`config.mk`:
```
export PLATFORM = sky130hd
export DESIGN_NAME = packet_memory_command_unit
export DESIGN_NICKNAME = d
export VERILOG_FILES = /design/src/verilog/pkt_queue.v /design/src/verilog/page_pool.v /design/src/verilog/packet_memory_command_unit.v
export VERILOG_INCLUDE_DIRS = /design/src /design/src/verilog
export SDC_FILE = /design/constraint.sdc
export NUM_CORES = 2
export LEC_CHECK = 0
export CORE_MARGIN = 3
export CORE_UTILIZATION = 48
export DETAILED_ROUTE_END_ITERATION = 10
export DONT_BUFFER_PORTS = 1
export GPL_ROUTABILITY_DRIVEN = 0
export HOLD_SLACK_MARGIN = 0.03
export PLACE_DENSITY = 0.75
export RECOVER_POWER = 25
export SETUP_SLACK_MARGIN = 0.5
export SLEW_MARGIN = 20
export SYNTH_ARGS = -nofsm -noshare
export SYNTH_HDL_FRONTEND = slang
export SYNTH_SLANG_ARGS = --single-unit
```
`constraint.sdc`:
```
create_clock -name clk -period 4.8 [get_ports clk]
set_input_delay 0.48 -clock clk [delete_from_list [all_inputs] [get_ports clk]]
set_output_delay 0.48 -clock clk [all_outputs]
set_load 0.03 [all_outputs]
```
`src/verilog/pkt_mem_map.vh`:
```
// register offsets, field positions, reset values and sizes of the memory command unit
`ifndef PKT_MEM_MAP_VH
`define PKT_MEM_MAP_VH
`define OFF_MEMORY_COMMAND 3'h0
`define OFF_PACKET_SELECT 3'h2
`define OFF_ALLOC_RESULT 3'h3
`define OFF_QUEUE_PORTS 3'h4
`define OFF_CONTROL 3'h5
`define CMD_LSB 5
`define CMD_MSB 7
`define SIZE_LSB 0
`define SIZE_MSB 2
`define BUSY_BIT 0
`define FAILED_BIT 7
`define CTL_ACCEPT_BAD_CRC 0
`define CTL_AUTO_RELEASE 1
`define CTL_TX_ENABLE 2
`define CMD_NOOP 3'h0
`define CMD_ALLOCATE 3'h1
`define CMD_RESET_MGR 3'h2
`define CMD_RX_POP 3'h3
`define CMD_RX_POP_RELEASE 3'h4
`define CMD_RELEASE_PKT 3'h5
`define CMD_TX_ENQUEUE 3'h6
`define CMD_TX_RESET 3'h7
`define NUM_PACKETS 64
`define PKT_W 6
`define QPTR_W 7
`define RELEASE_CYCLES 4'h4
`define PACKET_SELECT_RESET 8'h00
`endif

```
`src/verilog/pkt_queue.v`:
```
// packet number queue of fixed depth with flush
`timescale 1ns/1ps
`include "pkt_mem_map.vh"
module pkt_queue (
  input wire clk,
  input wire reset_n,
  input wire flush,
  input wire push,
  input wire [`PKT_W-1:0] push_pkt,
  input wire pop,
  output wire [`PKT_W-1:0] head_pkt,
  output wire empty,
  output wire full
);
  reg [`PKT_W-1:0] mem [0:`NUM_PACKETS-1];
  reg [`QPTR_W-1:0] wr_r;
  reg [`QPTR_W-1:0] rd_r;
  wire do_push;
  wire do_pop;
  assign empty = (wr_r == rd_r);
  assign full = (wr_r[`QPTR_W-1] != rd_r[`QPTR_W-1]) &&
    (wr_r[`QPTR_W-2:0] == rd_r[`QPTR_W-2:0]);
  assign head_pkt = mem[rd_r[`QPTR_W-2:0]];
  // pushes into a full queue are dropped rather than corrupting the head
  assign do_push = push && !full;
  assign do_pop = pop && !empty;
  always @(posedge clk) begin
    if (do_push) begin
      mem[wr_r[`QPTR_W-2:0]] <= push_pkt;
    end
  end
  always @(posedge clk) begin
    if (!reset_n || flush) begin
      wr_r <= {`QPTR_W{1'b0}};
      rd_r <= {`QPTR_W{1'b0}};
    end else begin
      if (do_push) begin
        wr_r <= wr_r + 1'b1;
      end
      if (do_pop) begin
        rd_r <= rd_r + 1'b1;
      end
    end
  end
endmodule // pkt_queue

```
`src/verilog/page_pool.v`:
```
// ownership table of packet numbers: allocate lowest free, release by number
`timescale 1ns/1ps
`include "pkt_mem_map.vh"
module page_pool (
  input wire clk,
  input wire reset_n,
  input wire free_all,
  input wire alloc_req,
  output reg alloc_ok,
  output reg [`PKT_W-1:0] alloc_pkt,
  input wire rel_req,
  input wire [`PKT_W-1:0] rel_pkt,
  input wire rx_alloc_req,
  output wire [`PKT_W-1:0] rx_alloc_pkt,
  output wire rx_alloc_ok
);
  reg [`NUM_PACKETS-1:0] used_r;
  reg [`NUM_PACKETS-1:0] used_nxt;
  reg [`PKT_W-1:0] first_free;
  reg any_free;
  integer i;
  always @* begin
    first_free = {`PKT_W{1'b0}};
    any_free = 1'b0;
    for (i = `NUM_PACKETS-1; i >= 0; i = i - 1) begin
      if (!used_r[i]) begin
        first_free = i[`PKT_W-1:0];
        any_free = 1'b1;
      end
    end
  end
  // host allocation has priority; receive waits a cycle when both ask
  assign rx_alloc_ok = any_free && !alloc_req;
  assign rx_alloc_pkt = first_free;
  always @* begin
    used_nxt = used_r;
    if (rel_req) begin
      used_nxt[rel_pkt] = 1'b0;
    end
    if ((alloc_req || rx_alloc_req) && any_free) begin
      used_nxt[first_free] = 1'b1;
    end
  end
  always @(posedge clk) begin
    if (!reset_n || free_all) begin
      used_r <= {`NUM_PACKETS{1'b0}};
      alloc_ok <= 1'b0;
      alloc_pkt <= {`PKT_W{1'b0}};
    end else begin
      used_r <= used_nxt;
      alloc_ok <= alloc_req && any_free;
      if (alloc_req && any_free) begin
        alloc_pkt <= first_free;
      end
    end
  end
endmodule // page_pool

```
`src/verilog/packet_memory_command_unit.v`:
```
// command decoder and bookkeeping of the packet buffer memory manager
// Function
// (RULE1) command 000 does nothing
// (RULE2) command 001 allocates transmit memory and posts a result at once; this device posts it three cycles after the write
// (RULE3) size bits request (n+1)*256 bytes; this device ignores them
// (RULE4) command 010 frees all memory, clears events, resets queue pointers
// (RULE5) command 011 drops receive queue head and shows the next
// (RULE6) command 100 does as 011 and frees the head packet's pages
// (RULE7) command 101 frees pages of the packet in the packet select
// (RULE8) command 110 pushes the packet select number into transmit queue
// (RULE9) command 111 empties both transmit queues, freeing no memory
// (RULE10) host resets transmit queues only with transmitter disabled
// (RULE11) host waits for allocation completion before the next allocate
// (RULE12) host waits for busy low before the next release command
// (RULE13) host releases only allocated packets, never queued ones
// (RULE14) command register read shows busy at bit 0 during release
// (RULE15) busy and allocation failed set at end of command write
// (RULE16) packet select cleared by reset and manager reset
// (RULE17) auto release frees good packets, skips completion queue
// (RULE18) auto release interrupts only on drain or fatal error
// (RULE19) fatal error clears transmit enable, leaves packet allocated
// (RULE20) bad crc frames kept if accepted, else freed silently
// (RULE21) failed reads zero after success, stays set until satisfied
// (RULE22) command taken from low byte writes only
`timescale 1ns/1ps
`include "pkt_mem_map.vh"
module packet_memory_command_unit (
  input wire clk,
  input wire reset_n,
  input wire [2:0] reg_addr,
  input wire [15:0] reg_wdata,
  input wire [1:0] reg_byte_en,
  input wire reg_write,
  input wire reg_read,
  output reg [15:0] reg_rdata,
  input wire tx_req,
  output wire tx_busy,
  output wire [`PKT_W-1:0] tx_pkt,
  input wire tx_done,
  input wire tx_success,
  input wire rx_frame_start,
  output wire rx_frame_ok,
  output wire [`PKT_W-1:0] rx_frame_pkt,
  input wire rx_frame_end,
  input wire rx_crc_bad,
  output reg allocation_done_event,
  output reg tx_complete_event,
  output reg tx_empty_event,
  output reg rx_event,
  input wire [1:0] event_ack,
  output wire [7:0] tx_area_packet_select
);
  localparam ST_IDLE = 3'b001;
  localparam ST_RELEASE = 3'b010;
  localparam ST_SEND = 3'b100;
  reg [7:0] tx_area_packet_select_r;
  reg alloc_pending_r;
  reg alloc_failed_r;
  reg [`PKT_W-1:0] alloc_pkt_r;
  reg busy_r;
  reg [3:0] busy_cnt_r;
  reg accept_bad_crc_r;
  reg auto_release_r;
  reg transmit_enable_flag_r;
  reg [2:0] tx_state_r;
  reg [`PKT_W-1:0] tx_cur_r;
  reg [`PKT_W-1:0] rx_cur_r;
  reg rx_active_r;
  reg rel_req;
  reg [`PKT_W-1:0] rel_pkt;
  wire low_wr;
  wire cmd_wr;
  wire [2:0] cmd;
  wire [2:0] allocation_size_code;
  wire mgr_reset;
  wire txq_flush;
  wire pool_ok;
  wire [`PKT_W-1:0] pool_pkt;
  wire [`PKT_W-1:0] rx_alloc_pkt;
  wire rx_head_empty;
  wire [`PKT_W-1:0] rx_head;
  wire txq_empty;
  wire [`PKT_W-1:0] txq_head;
  wire done_empty;
  wire [`PKT_W-1:0] done_head;
  wire txq_full;
  wire rxq_full;
  wire done_full;
  wire rx_keep;
  wire rx_drop;
  wire txq_pop;
  wire done_push;
  wire good_release;

  function [7:0] pkt_byte;
    input empty_flag;
    input [`PKT_W-1:0] pkt;
    begin
      pkt_byte = {empty_flag, 1'b0, pkt};
    end
  endfunction

  // a high byte write alone never starts a command
  assign low_wr = reg_write && reg_byte_en[0]; // RULE22
  assign cmd_wr = low_wr && (reg_addr == `OFF_MEMORY_COMMAND);
  assign cmd = reg_wdata[`CMD_MSB:`CMD_LSB];
  // size code kept visible for debug only; allocation is page-count blind
  assign allocation_size_code = reg_wdata[`SIZE_MSB:`SIZE_LSB]; // RULE3
  assign mgr_reset = cmd_wr && (cmd == `CMD_RESET_MGR); // RULE4
  assign txq_flush = mgr_reset || (cmd_wr && (cmd == `CMD_TX_RESET)); // RULE9
  assign tx_area_packet_select = tx_area_packet_select_r;

  // transmit sequencer
  assign tx_busy = (tx_state_r == ST_SEND);
  assign tx_pkt = tx_cur_r;
  assign txq_pop = (tx_state_r == ST_IDLE) && tx_req && !txq_empty &&
    transmit_enable_flag_r;
  assign good_release = (tx_state_r == ST_SEND) && tx_done && tx_success &&
    auto_release_r; // RULE17
  assign done_push = (tx_state_r == ST_SEND) && tx_done && !good_release;

  // receive side: keep the frame unless crc is bad and not accepted
  assign rx_keep = rx_active_r && rx_frame_end &&
    (!rx_crc_bad || accept_bad_crc_r); // RULE20
  assign rx_drop = rx_active_r && rx_frame_end && !rx_keep; // RULE20
  assign rx_frame_pkt = rx_cur_r;

  page_pool u_pool (
    .clk(clk),
    .reset_n(reset_n),
    .free_all(mgr_reset),
    // the grant ends the request, so one command takes exactly one packet
    .alloc_req(alloc_pending_r && !pool_ok),
    .alloc_ok(pool_ok),
    .alloc_pkt(pool_pkt),
    .rel_req(rel_req),
    .rel_pkt(rel_pkt),
    .rx_alloc_req(rx_frame_start && !rx_active_r && rx_frame_ok),
    .rx_alloc_pkt(rx_alloc_pkt),
    .rx_alloc_ok(rx_frame_ok)
  );

  pkt_queue u_rx_queue (
    .clk(clk),
    .reset_n(reset_n),
    .flush(mgr_reset),
    .push(rx_keep),
    .push_pkt(rx_cur_r),
    .pop(cmd_wr && ((cmd == `CMD_RX_POP) ||
      (cmd == `CMD_RX_POP_RELEASE))), // RULE5 RULE6
    .head_pkt(rx_head),
    .empty(rx_head_empty),
    .full(rxq_full)
  );

  pkt_queue u_tx_queue (
    .clk(clk),
    .reset_n(reset_n),
    .flush(txq_flush),
    .push(cmd_wr && (cmd == `CMD_TX_ENQUEUE)), // RULE8
    .push_pkt(tx_area_packet_select_r[`PKT_W-1:0]),
    .pop(txq_pop),
    .head_pkt(txq_head),
    .empty(txq_empty),
    .full(txq_full)
  );

  pkt_queue u_done_queue (
    .clk(clk),
    .reset_n(reset_n),
    .flush(txq_flush),
    .push(done_push),
    .push_pkt(tx_cur_r),
    .pop(event_ack[0] && !done_empty),
    .head_pkt(done_head),
    .empty(done_empty),
    .full(done_full)
  );

  // page release requests; a good auto-release shares the port with the
  // host release, which the host may only issue when busy is low
  always @* begin
    rel_req = 1'b0;
    rel_pkt = {`PKT_W{1'b0}};
    if (cmd_wr && (cmd == `CMD_RX_POP_RELEASE) && !rx_head_empty) begin
      rel_req = 1'b1; // RULE6
      rel_pkt = rx_head;
    end else if (cmd_wr && (cmd == `CMD_RELEASE_PKT)) begin
      rel_req = 1'b1; // RULE7
      rel_pkt = tx_area_packet_select_r[`PKT_W-1:0];
    end else if (good_release) begin
      rel_req = 1'b1; // RULE17
      rel_pkt = tx_cur_r;
    end else if (rx_drop) begin
      rel_req = 1'b1; // RULE20
      rel_pkt = rx_cur_r;
    end
  end

  // host-side registers and allocation bookkeeping
  always @(posedge clk) begin
    if (!reset_n) begin
      tx_area_packet_select_r <= `PACKET_SELECT_RESET;
      alloc_pending_r <= 1'b0;
      alloc_failed_r <= 1'b1;
      alloc_pkt_r <= {`PKT_W{1'b0}};
      busy_r <= 1'b0;
      busy_cnt_r <= 4'h0;
      accept_bad_crc_r <= 1'b0;
      auto_release_r <= 1'b0;
      allocation_done_event <= 1'b0;
    end else if (mgr_reset) begin
      tx_area_packet_select_r <= `PACKET_SELECT_RESET; // RULE16
      alloc_pending_r <= 1'b0;
      alloc_failed_r <= 1'b1; // RULE21
      busy_r <= 1'b0;
      busy_cnt_r <= 4'h0;
      allocation_done_event <= 1'b0; // RULE4
    end else begin
      if (low_wr && (reg_addr == `OFF_PACKET_SELECT)) begin
        tx_area_packet_select_r <= reg_wdata[7:0];
      end
      if (low_wr && (reg_addr == `OFF_CONTROL)) begin
        accept_bad_crc_r <= reg_wdata[`CTL_ACCEPT_BAD_CRC];
        auto_release_r <= reg_wdata[`CTL_AUTO_RELEASE];
      end
      if (cmd_wr && (cmd == `CMD_ALLOCATE)) begin
        alloc_pending_r <= 1'b1; // RULE2
        alloc_failed_r <= 1'b1; // RULE15
      end else if (pool_ok) begin
        alloc_pending_r <= 1'b0;
        alloc_failed_r <= 1'b0; // RULE21
        alloc_pkt_r <= pool_pkt; // RULE2
      end
      // set wins over the acknowledge
      if (pool_ok) begin
        allocation_done_event <= 1'b1;
      end else if (event_ack[1]) begin
        allocation_done_event <= 1'b0;
      end
      // release work takes a fixed time; busy covers it
      if (cmd_wr && ((cmd == `CMD_RX_POP_RELEASE) ||
          (cmd == `CMD_RELEASE_PKT))) begin
        busy_r <= 1'b1; // RULE15
        busy_cnt_r <= `RELEASE_CYCLES;
      end else if (busy_cnt_r != 4'h0) begin
        busy_cnt_r <= busy_cnt_r - 4'h1;
        busy_r <= (busy_cnt_r != 4'h1); // RULE14
      end
    end
  end

  // transmit sequencer and completion events
  always @(posedge clk) begin
    if (!reset_n) begin
      tx_state_r <= ST_IDLE;
      tx_cur_r <= {`PKT_W{1'b0}};
      transmit_enable_flag_r <= 1'b0;
      tx_complete_event <= 1'b0;
      tx_empty_event <= 1'b0;
    end else begin
      if (low_wr && (reg_addr == `OFF_CONTROL)) begin
        transmit_enable_flag_r <= reg_wdata[`CTL_TX_ENABLE];
      end
      case (tx_state_r)
        ST_IDLE: begin
          if (txq_pop) begin
            tx_cur_r <= txq_head;
            tx_state_r <= ST_SEND;
          end
        end
        ST_SEND: begin
          if (tx_done) begin
            tx_state_r <= ST_RELEASE;
            if (!tx_success) begin
              transmit_enable_flag_r <= 1'b0; // RULE19
            end
          end
        end
        ST_RELEASE: begin
          tx_state_r <= ST_IDLE;
        end
        default: begin
          tx_state_r <= ST_IDLE;
        end
      endcase
      if (txq_flush) begin
        tx_state_r <= ST_IDLE; // RULE9
      end
      // with auto release only errors post completion events
      if (done_push && (!auto_release_r || !tx_success)) begin
        tx_complete_event <= 1'b1; // RULE18
      end else if (event_ack[0] || mgr_reset) begin
        tx_complete_event <= 1'b0;
      end
      if ((tx_state_r == ST_RELEASE) && txq_empty &&
          transmit_enable_flag_r) begin
        tx_empty_event <= 1'b1; // RULE18
      end else if (event_ack[0] || mgr_reset) begin
        tx_empty_event <= 1'b0;
      end
    end
  end

  // receive frame tracking
  always @(posedge clk) begin
    if (!reset_n || mgr_reset) begin
      rx_active_r <= 1'b0;
      rx_cur_r <= {`PKT_W{1'b0}};
      rx_event <= 1'b0;
    end else begin
      if (rx_frame_start && !rx_active_r && rx_frame_ok) begin
        rx_active_r <= 1'b1;
        rx_cur_r <= rx_alloc_pkt;
      end else if (rx_frame_end) begin
        rx_active_r <= 1'b0;
      end
      if (rx_keep) begin
        rx_event <= 1'b1; // RULE20
      end else if (event_ack[1]) begin
        rx_event <= 1'b0;
      end
    end
  end

  // read mux; command register returns only busy
  always @* begin
    reg_rdata = 16'h0000;
    if (reg_read) begin
      case (reg_addr)
        `OFF_MEMORY_COMMAND: reg_rdata[`BUSY_BIT] = busy_r; // RULE1 RULE14
        `OFF_PACKET_SELECT: reg_rdata[7:0] = tx_area_packet_select_r;
        `OFF_ALLOC_RESULT: begin
          reg_rdata[7:0] = {alloc_failed_r, 1'b0, alloc_pkt_r}; // RULE21
        end
        `OFF_QUEUE_PORTS: begin
          reg_rdata = {pkt_byte(rx_head_empty, rx_head),
            pkt_byte(done_empty, done_head)};
        end
        `OFF_CONTROL: begin
          reg_rdata[`CTL_ACCEPT_BAD_CRC] = accept_bad_crc_r;
          reg_rdata[`CTL_AUTO_RELEASE] = auto_release_r;
          reg_rdata[`CTL_TX_ENABLE] = transmit_enable_flag_r;
        end
        default: reg_rdata = 16'h0000;
      endcase
    end
  end
endmodule // packet_memory_command_unit

```
==> flow_summary_export.csv <==
group,metric,value,unit
timing,finalSetupTns,0,ns
worst_hold_path,hold_path_end,"u_rx_queue.wr_r[5]",
pwr,peakVddDrop,0.525,mV
clock_network,clk_path_buf_depth,3,
routing,vias,28767,
timing,slew_headroom,-145,%
synthesis,synth_top_area_share,64.8,%
routing,wl_per_cell,26.9,um
floorplan,fp.dieW,339,um
routing,drc,0,
timing,period_share,89.6,%
pwr,p_leak,20.5,nW
routing,via_per_inst,6.19,
floorplan,start_util,48.7,%
grt,grt_util_all_layers,21.6,%
final_layout,layout-drive-gt1-share,20.1,%
clock_network,tritoncts,"built",
clock_network,htreeDepth,4,
synthesis,synthXorXnorAreaFrac,0.935,%
setup_path,rr_worst_depth,8,
setup_path,criticalPathCategory,"flip-flop to flip-flop",
timing,fin_skew,0.0251,ns
setup_path,crit_chain,"mux4_2 > mux4_2 > mux2i_1 > and4b_1 > a2111oi_4 > nand4_1 > o311ai_1 > o21ai_0",
timing,slew_viol_final,659,
floorplan,row_count,121,
grt,grt_pass1_wl,187000,um
grt,globalRouteOverflowTotal,0,
final_layout,final_common_cell,"edfxtp_1",
routing,totalWireLength,125000,um
timing,fmax,233,MHz
setup_path,crit_path_frequent_cell,"mux4_2",
worst_hold_path,holdPathStages,2,
final_layout,fill_cells,8259,
timing,worst_pin_slew,3.68,ns
synthesis,yosysWarnings,0,
timing,setup_violations,0,
timing,rsz0062_at_grt,"no",
pwr,power_density,385,mW/mm^2
synthesis,synth.net_count,3047,
final_layout,layout_common_cells,"edfxtp_1, mux4_2, nor2_1, dfxtp_1, clkbuf_16",
synthesis,yosys.area.top_type,"edfxtp_1",
synthesis,synth_flop_cell,"edfxtp_1",
final_layout,syn_to_final_growth,12.1,%
synthesis,syn_area_per_cell,17.8,um^2
placed_design,hpwl,76900,um
synthesis,synth_area,0.0534,mm^2
synthesis,seq_area_frac_synth,71.1,%
setup_path,cp_slowest_cell,"nand4_1",
placed_design,port_buffers,0,
grt,grt_pass1_vias,28460,
setup_path,worst-path-buf-inv,0,
grt,grt_max_degree,101,
setup_path,critPathMaxStageDelay,0.68,ns
timing,finalHoldViolCount,0,
synthesis,muxShareOfSynthArea,16.2,%
floorplan,ios,75,
final_layout,nNetsFinal,3108,
clock_network,clock_latency,0.74,ns
synthesis,ys_async_sr_fraction,0,%
run_status,outcome,"complete, but fails checks",
timing,timing.hold.ws,0.0779,ns
setup_path,crit_path_end_kind,"flip-flop",
setup_path,rr_endpoint,"u_pool.used_r[8]",
routing,first_pass_iters,7,
setup_path,cp_top_family,"multiplexers",
run_status,violations,"capacitance limit, slew limit",
worst_hold_path,min-delay-start,"reg_wdata[5]",
grt,antenna_found_initial,10,
setup_path,rrSetupSlack,0.50,ns
synthesis,synth_compound_area_share,3.94,%
synthesis,synth_edf_count,1152,
routing,drtAntennaViolNets,0,
synthesis,synthCells,3006,
synthesis,yosysUniqueCellTypes,82,
synthesis,synthAdderAreaFrac,0.188,%
floorplan,core-area,0.110,mm^2
setup_path,cp.required,5.35,ns
pwr,finalPower,23.0,mW
setup_path,cp_max_fo,17,
setup_path,startpoint_type,"flip-flop",
final_layout,fin_util,54.6,%
worst_hold_path,min_path_type,"input pin to flip-flop",
synthesis,ys_ff_latch,1321,
synthesis,synth_top_family_by_area,"multiplexers",
clock_network,clock_sinks,1321,
floorplan,dieArea,0.115,mm^2
synthesis,synth-simple-area-share,6.03,%
floorplan,die_h,339,um
run,drv_cap,10,
clock_network,path_clk_slew,0.06,ns
routing,drtIter0Drc,4012,
clock_network,ctsRootBufferMaster,"clkbuf_16",
synthesis,yosys-top-cells-area,"edfxtp_1, mux4_2, dfxtp_1",
timing,period_needed,4.30,ns
clock_network,numCtsBuffers,133,
setup_path,arrival,4.85,ns
-- what timing repair did --
item / 4_1_cts / 5_1_grt
hold endpoints to repair: 36 / 0
hold buffers: 15 / 0
cloned: 0 / 0
buffers inserted: 6 / 1
setup endpoints to repair: 13 / 8
gates resized for setup: 5 / 2
-- cells by family after synthesis --
kind of cell / count (synthesis)
AO/OA/AOI/OAI: 297
XOR/XNOR: 57
adder cells (fa/ha/maj): 8
buffers and inverters: 190
flip-flops: 1321
multiplexers: 458
other: 1
AND/OR/NAND/NOR: 674
-- routing by layer --
metal / share of wire (%) / global-route usage, % / up-vias
met5: 0.048 / 0 / -
met4: 2.1 / 5.60 / 8
met3: 11 / 5.79 / 207
met2: 47 / 33.3 / 1489
met1: 40 / 30.8 / 14844
li1: - / - / 12219
-- power by group --
group | total (mW) | internal, mW | switching (mW) | leakage, nW
logic | 0.223 | 0.0710 | 0.152 | 4.09
clock network | 10.4 | 6.06 | 4.38 | 2.15
registers | 12.4 | 12.3 | 0.0235 | 14.3
total | 23.0 | 18.5 | 4.56 | 20.5
-- flip-flops by register name, indices dropped and copies added, names as in the netlist, 3 cells and up, named ones only --
signal,count
u_tx_queue.rd_r,7
u_done_queue.wr_r,7
u_rx_queue.wr_r,7
alloc_pkt_r,6
u_done_queue.mem,384
tx_state_r,3
rx_frame_pkt,6
u_tx_queue.mem,384
u_rx_queue.rd_r,7
tx_area_packet_select,8
u_pool.alloc_pkt,6
busy_cnt_r,4
u_rx_queue.mem,384
u_tx_queue.wr_r,7
u_pool.used_r,64
u_done_queue.rd_r,7
tx_pkt,6
-- worst reg2reg max path, cell delays in order, from the launching register on --
cell	delay (ns)
dfxtp_4	0.60
mux4_2	0.61
mux4_2	0.50
mux2i_1	0.42
and4b_1	0.29
a2111oi_4	0.39
nand4_1	0.68
o311ai_1	0.49
o21ai_0	0.13
-- Yosys cell counts, types with 15 or more instances --
library cell	count
edfxtp_1	1152
mux4_2	322
nor2_1	312
dfxtp_1	169
mux2i_1	130
nand2_1	100
clkbuf_1	83
nand3_1	63
o21ai_0	61
a21oi_1	50
buf_1	41
a22oi_1	38
nand4_1	36
xor2_1	36
nor2b_1	32
inv_1	27
xnor2_1	21
nand3b_1	19
and2_1	18
buf_2	16
o211ai_1	16
o311ai_1	15
-- through the flow --
| step | instance area, um^2 | setup slack, ns | cells |
|---|---|---|---|
| after CTS | 59800 | 0.557 | 4643 |
| after global routing | 59800 | 0.332 | 4645 |
| after floorplan | 53400 | 1.02 | 3006 |
| final | 59800 | 0.499 | 4650 |
| after global placement | 55100 | 0.479 | 4386 |
| after detailed placement | 55100 | 0.416 | 4386 |
-- cell type report --
cell class / instances / area (um^2) / share of cell area (%)
diodes: 6 / 15.0 / 0.0251
multi-input cells: 1495 / 14600 / 24.4
clock inverters: 70 / 860 / 1.44
clock buffers: 166 / 3590 / 5.99
repair buffers: 89 / 803 / 1.34
flip-flops and latches: 1321 / 38000 / 63.5
well taps: 1476 / 1850 / 3.09
inverters: 27 / 101 / 0.169
-- how the worst max path moves through the flow --
stage	slack [ns]	cells after the start	end
2_1_floorplan	1.02	8	reg_rdata[0]
3_3_place_gp	0.48	8	u_pool.used_r[40]
3_5_place_dp	0.42	8	u_pool.used_r[8]
4_1_cts	0.56	6	reg_rdata[2]
5_1_grt	0.33	1	rx_frame_pkt[0]
6_report	0.50	8	u_pool.used_r[8]
Power figures use the tool's default switching activity.
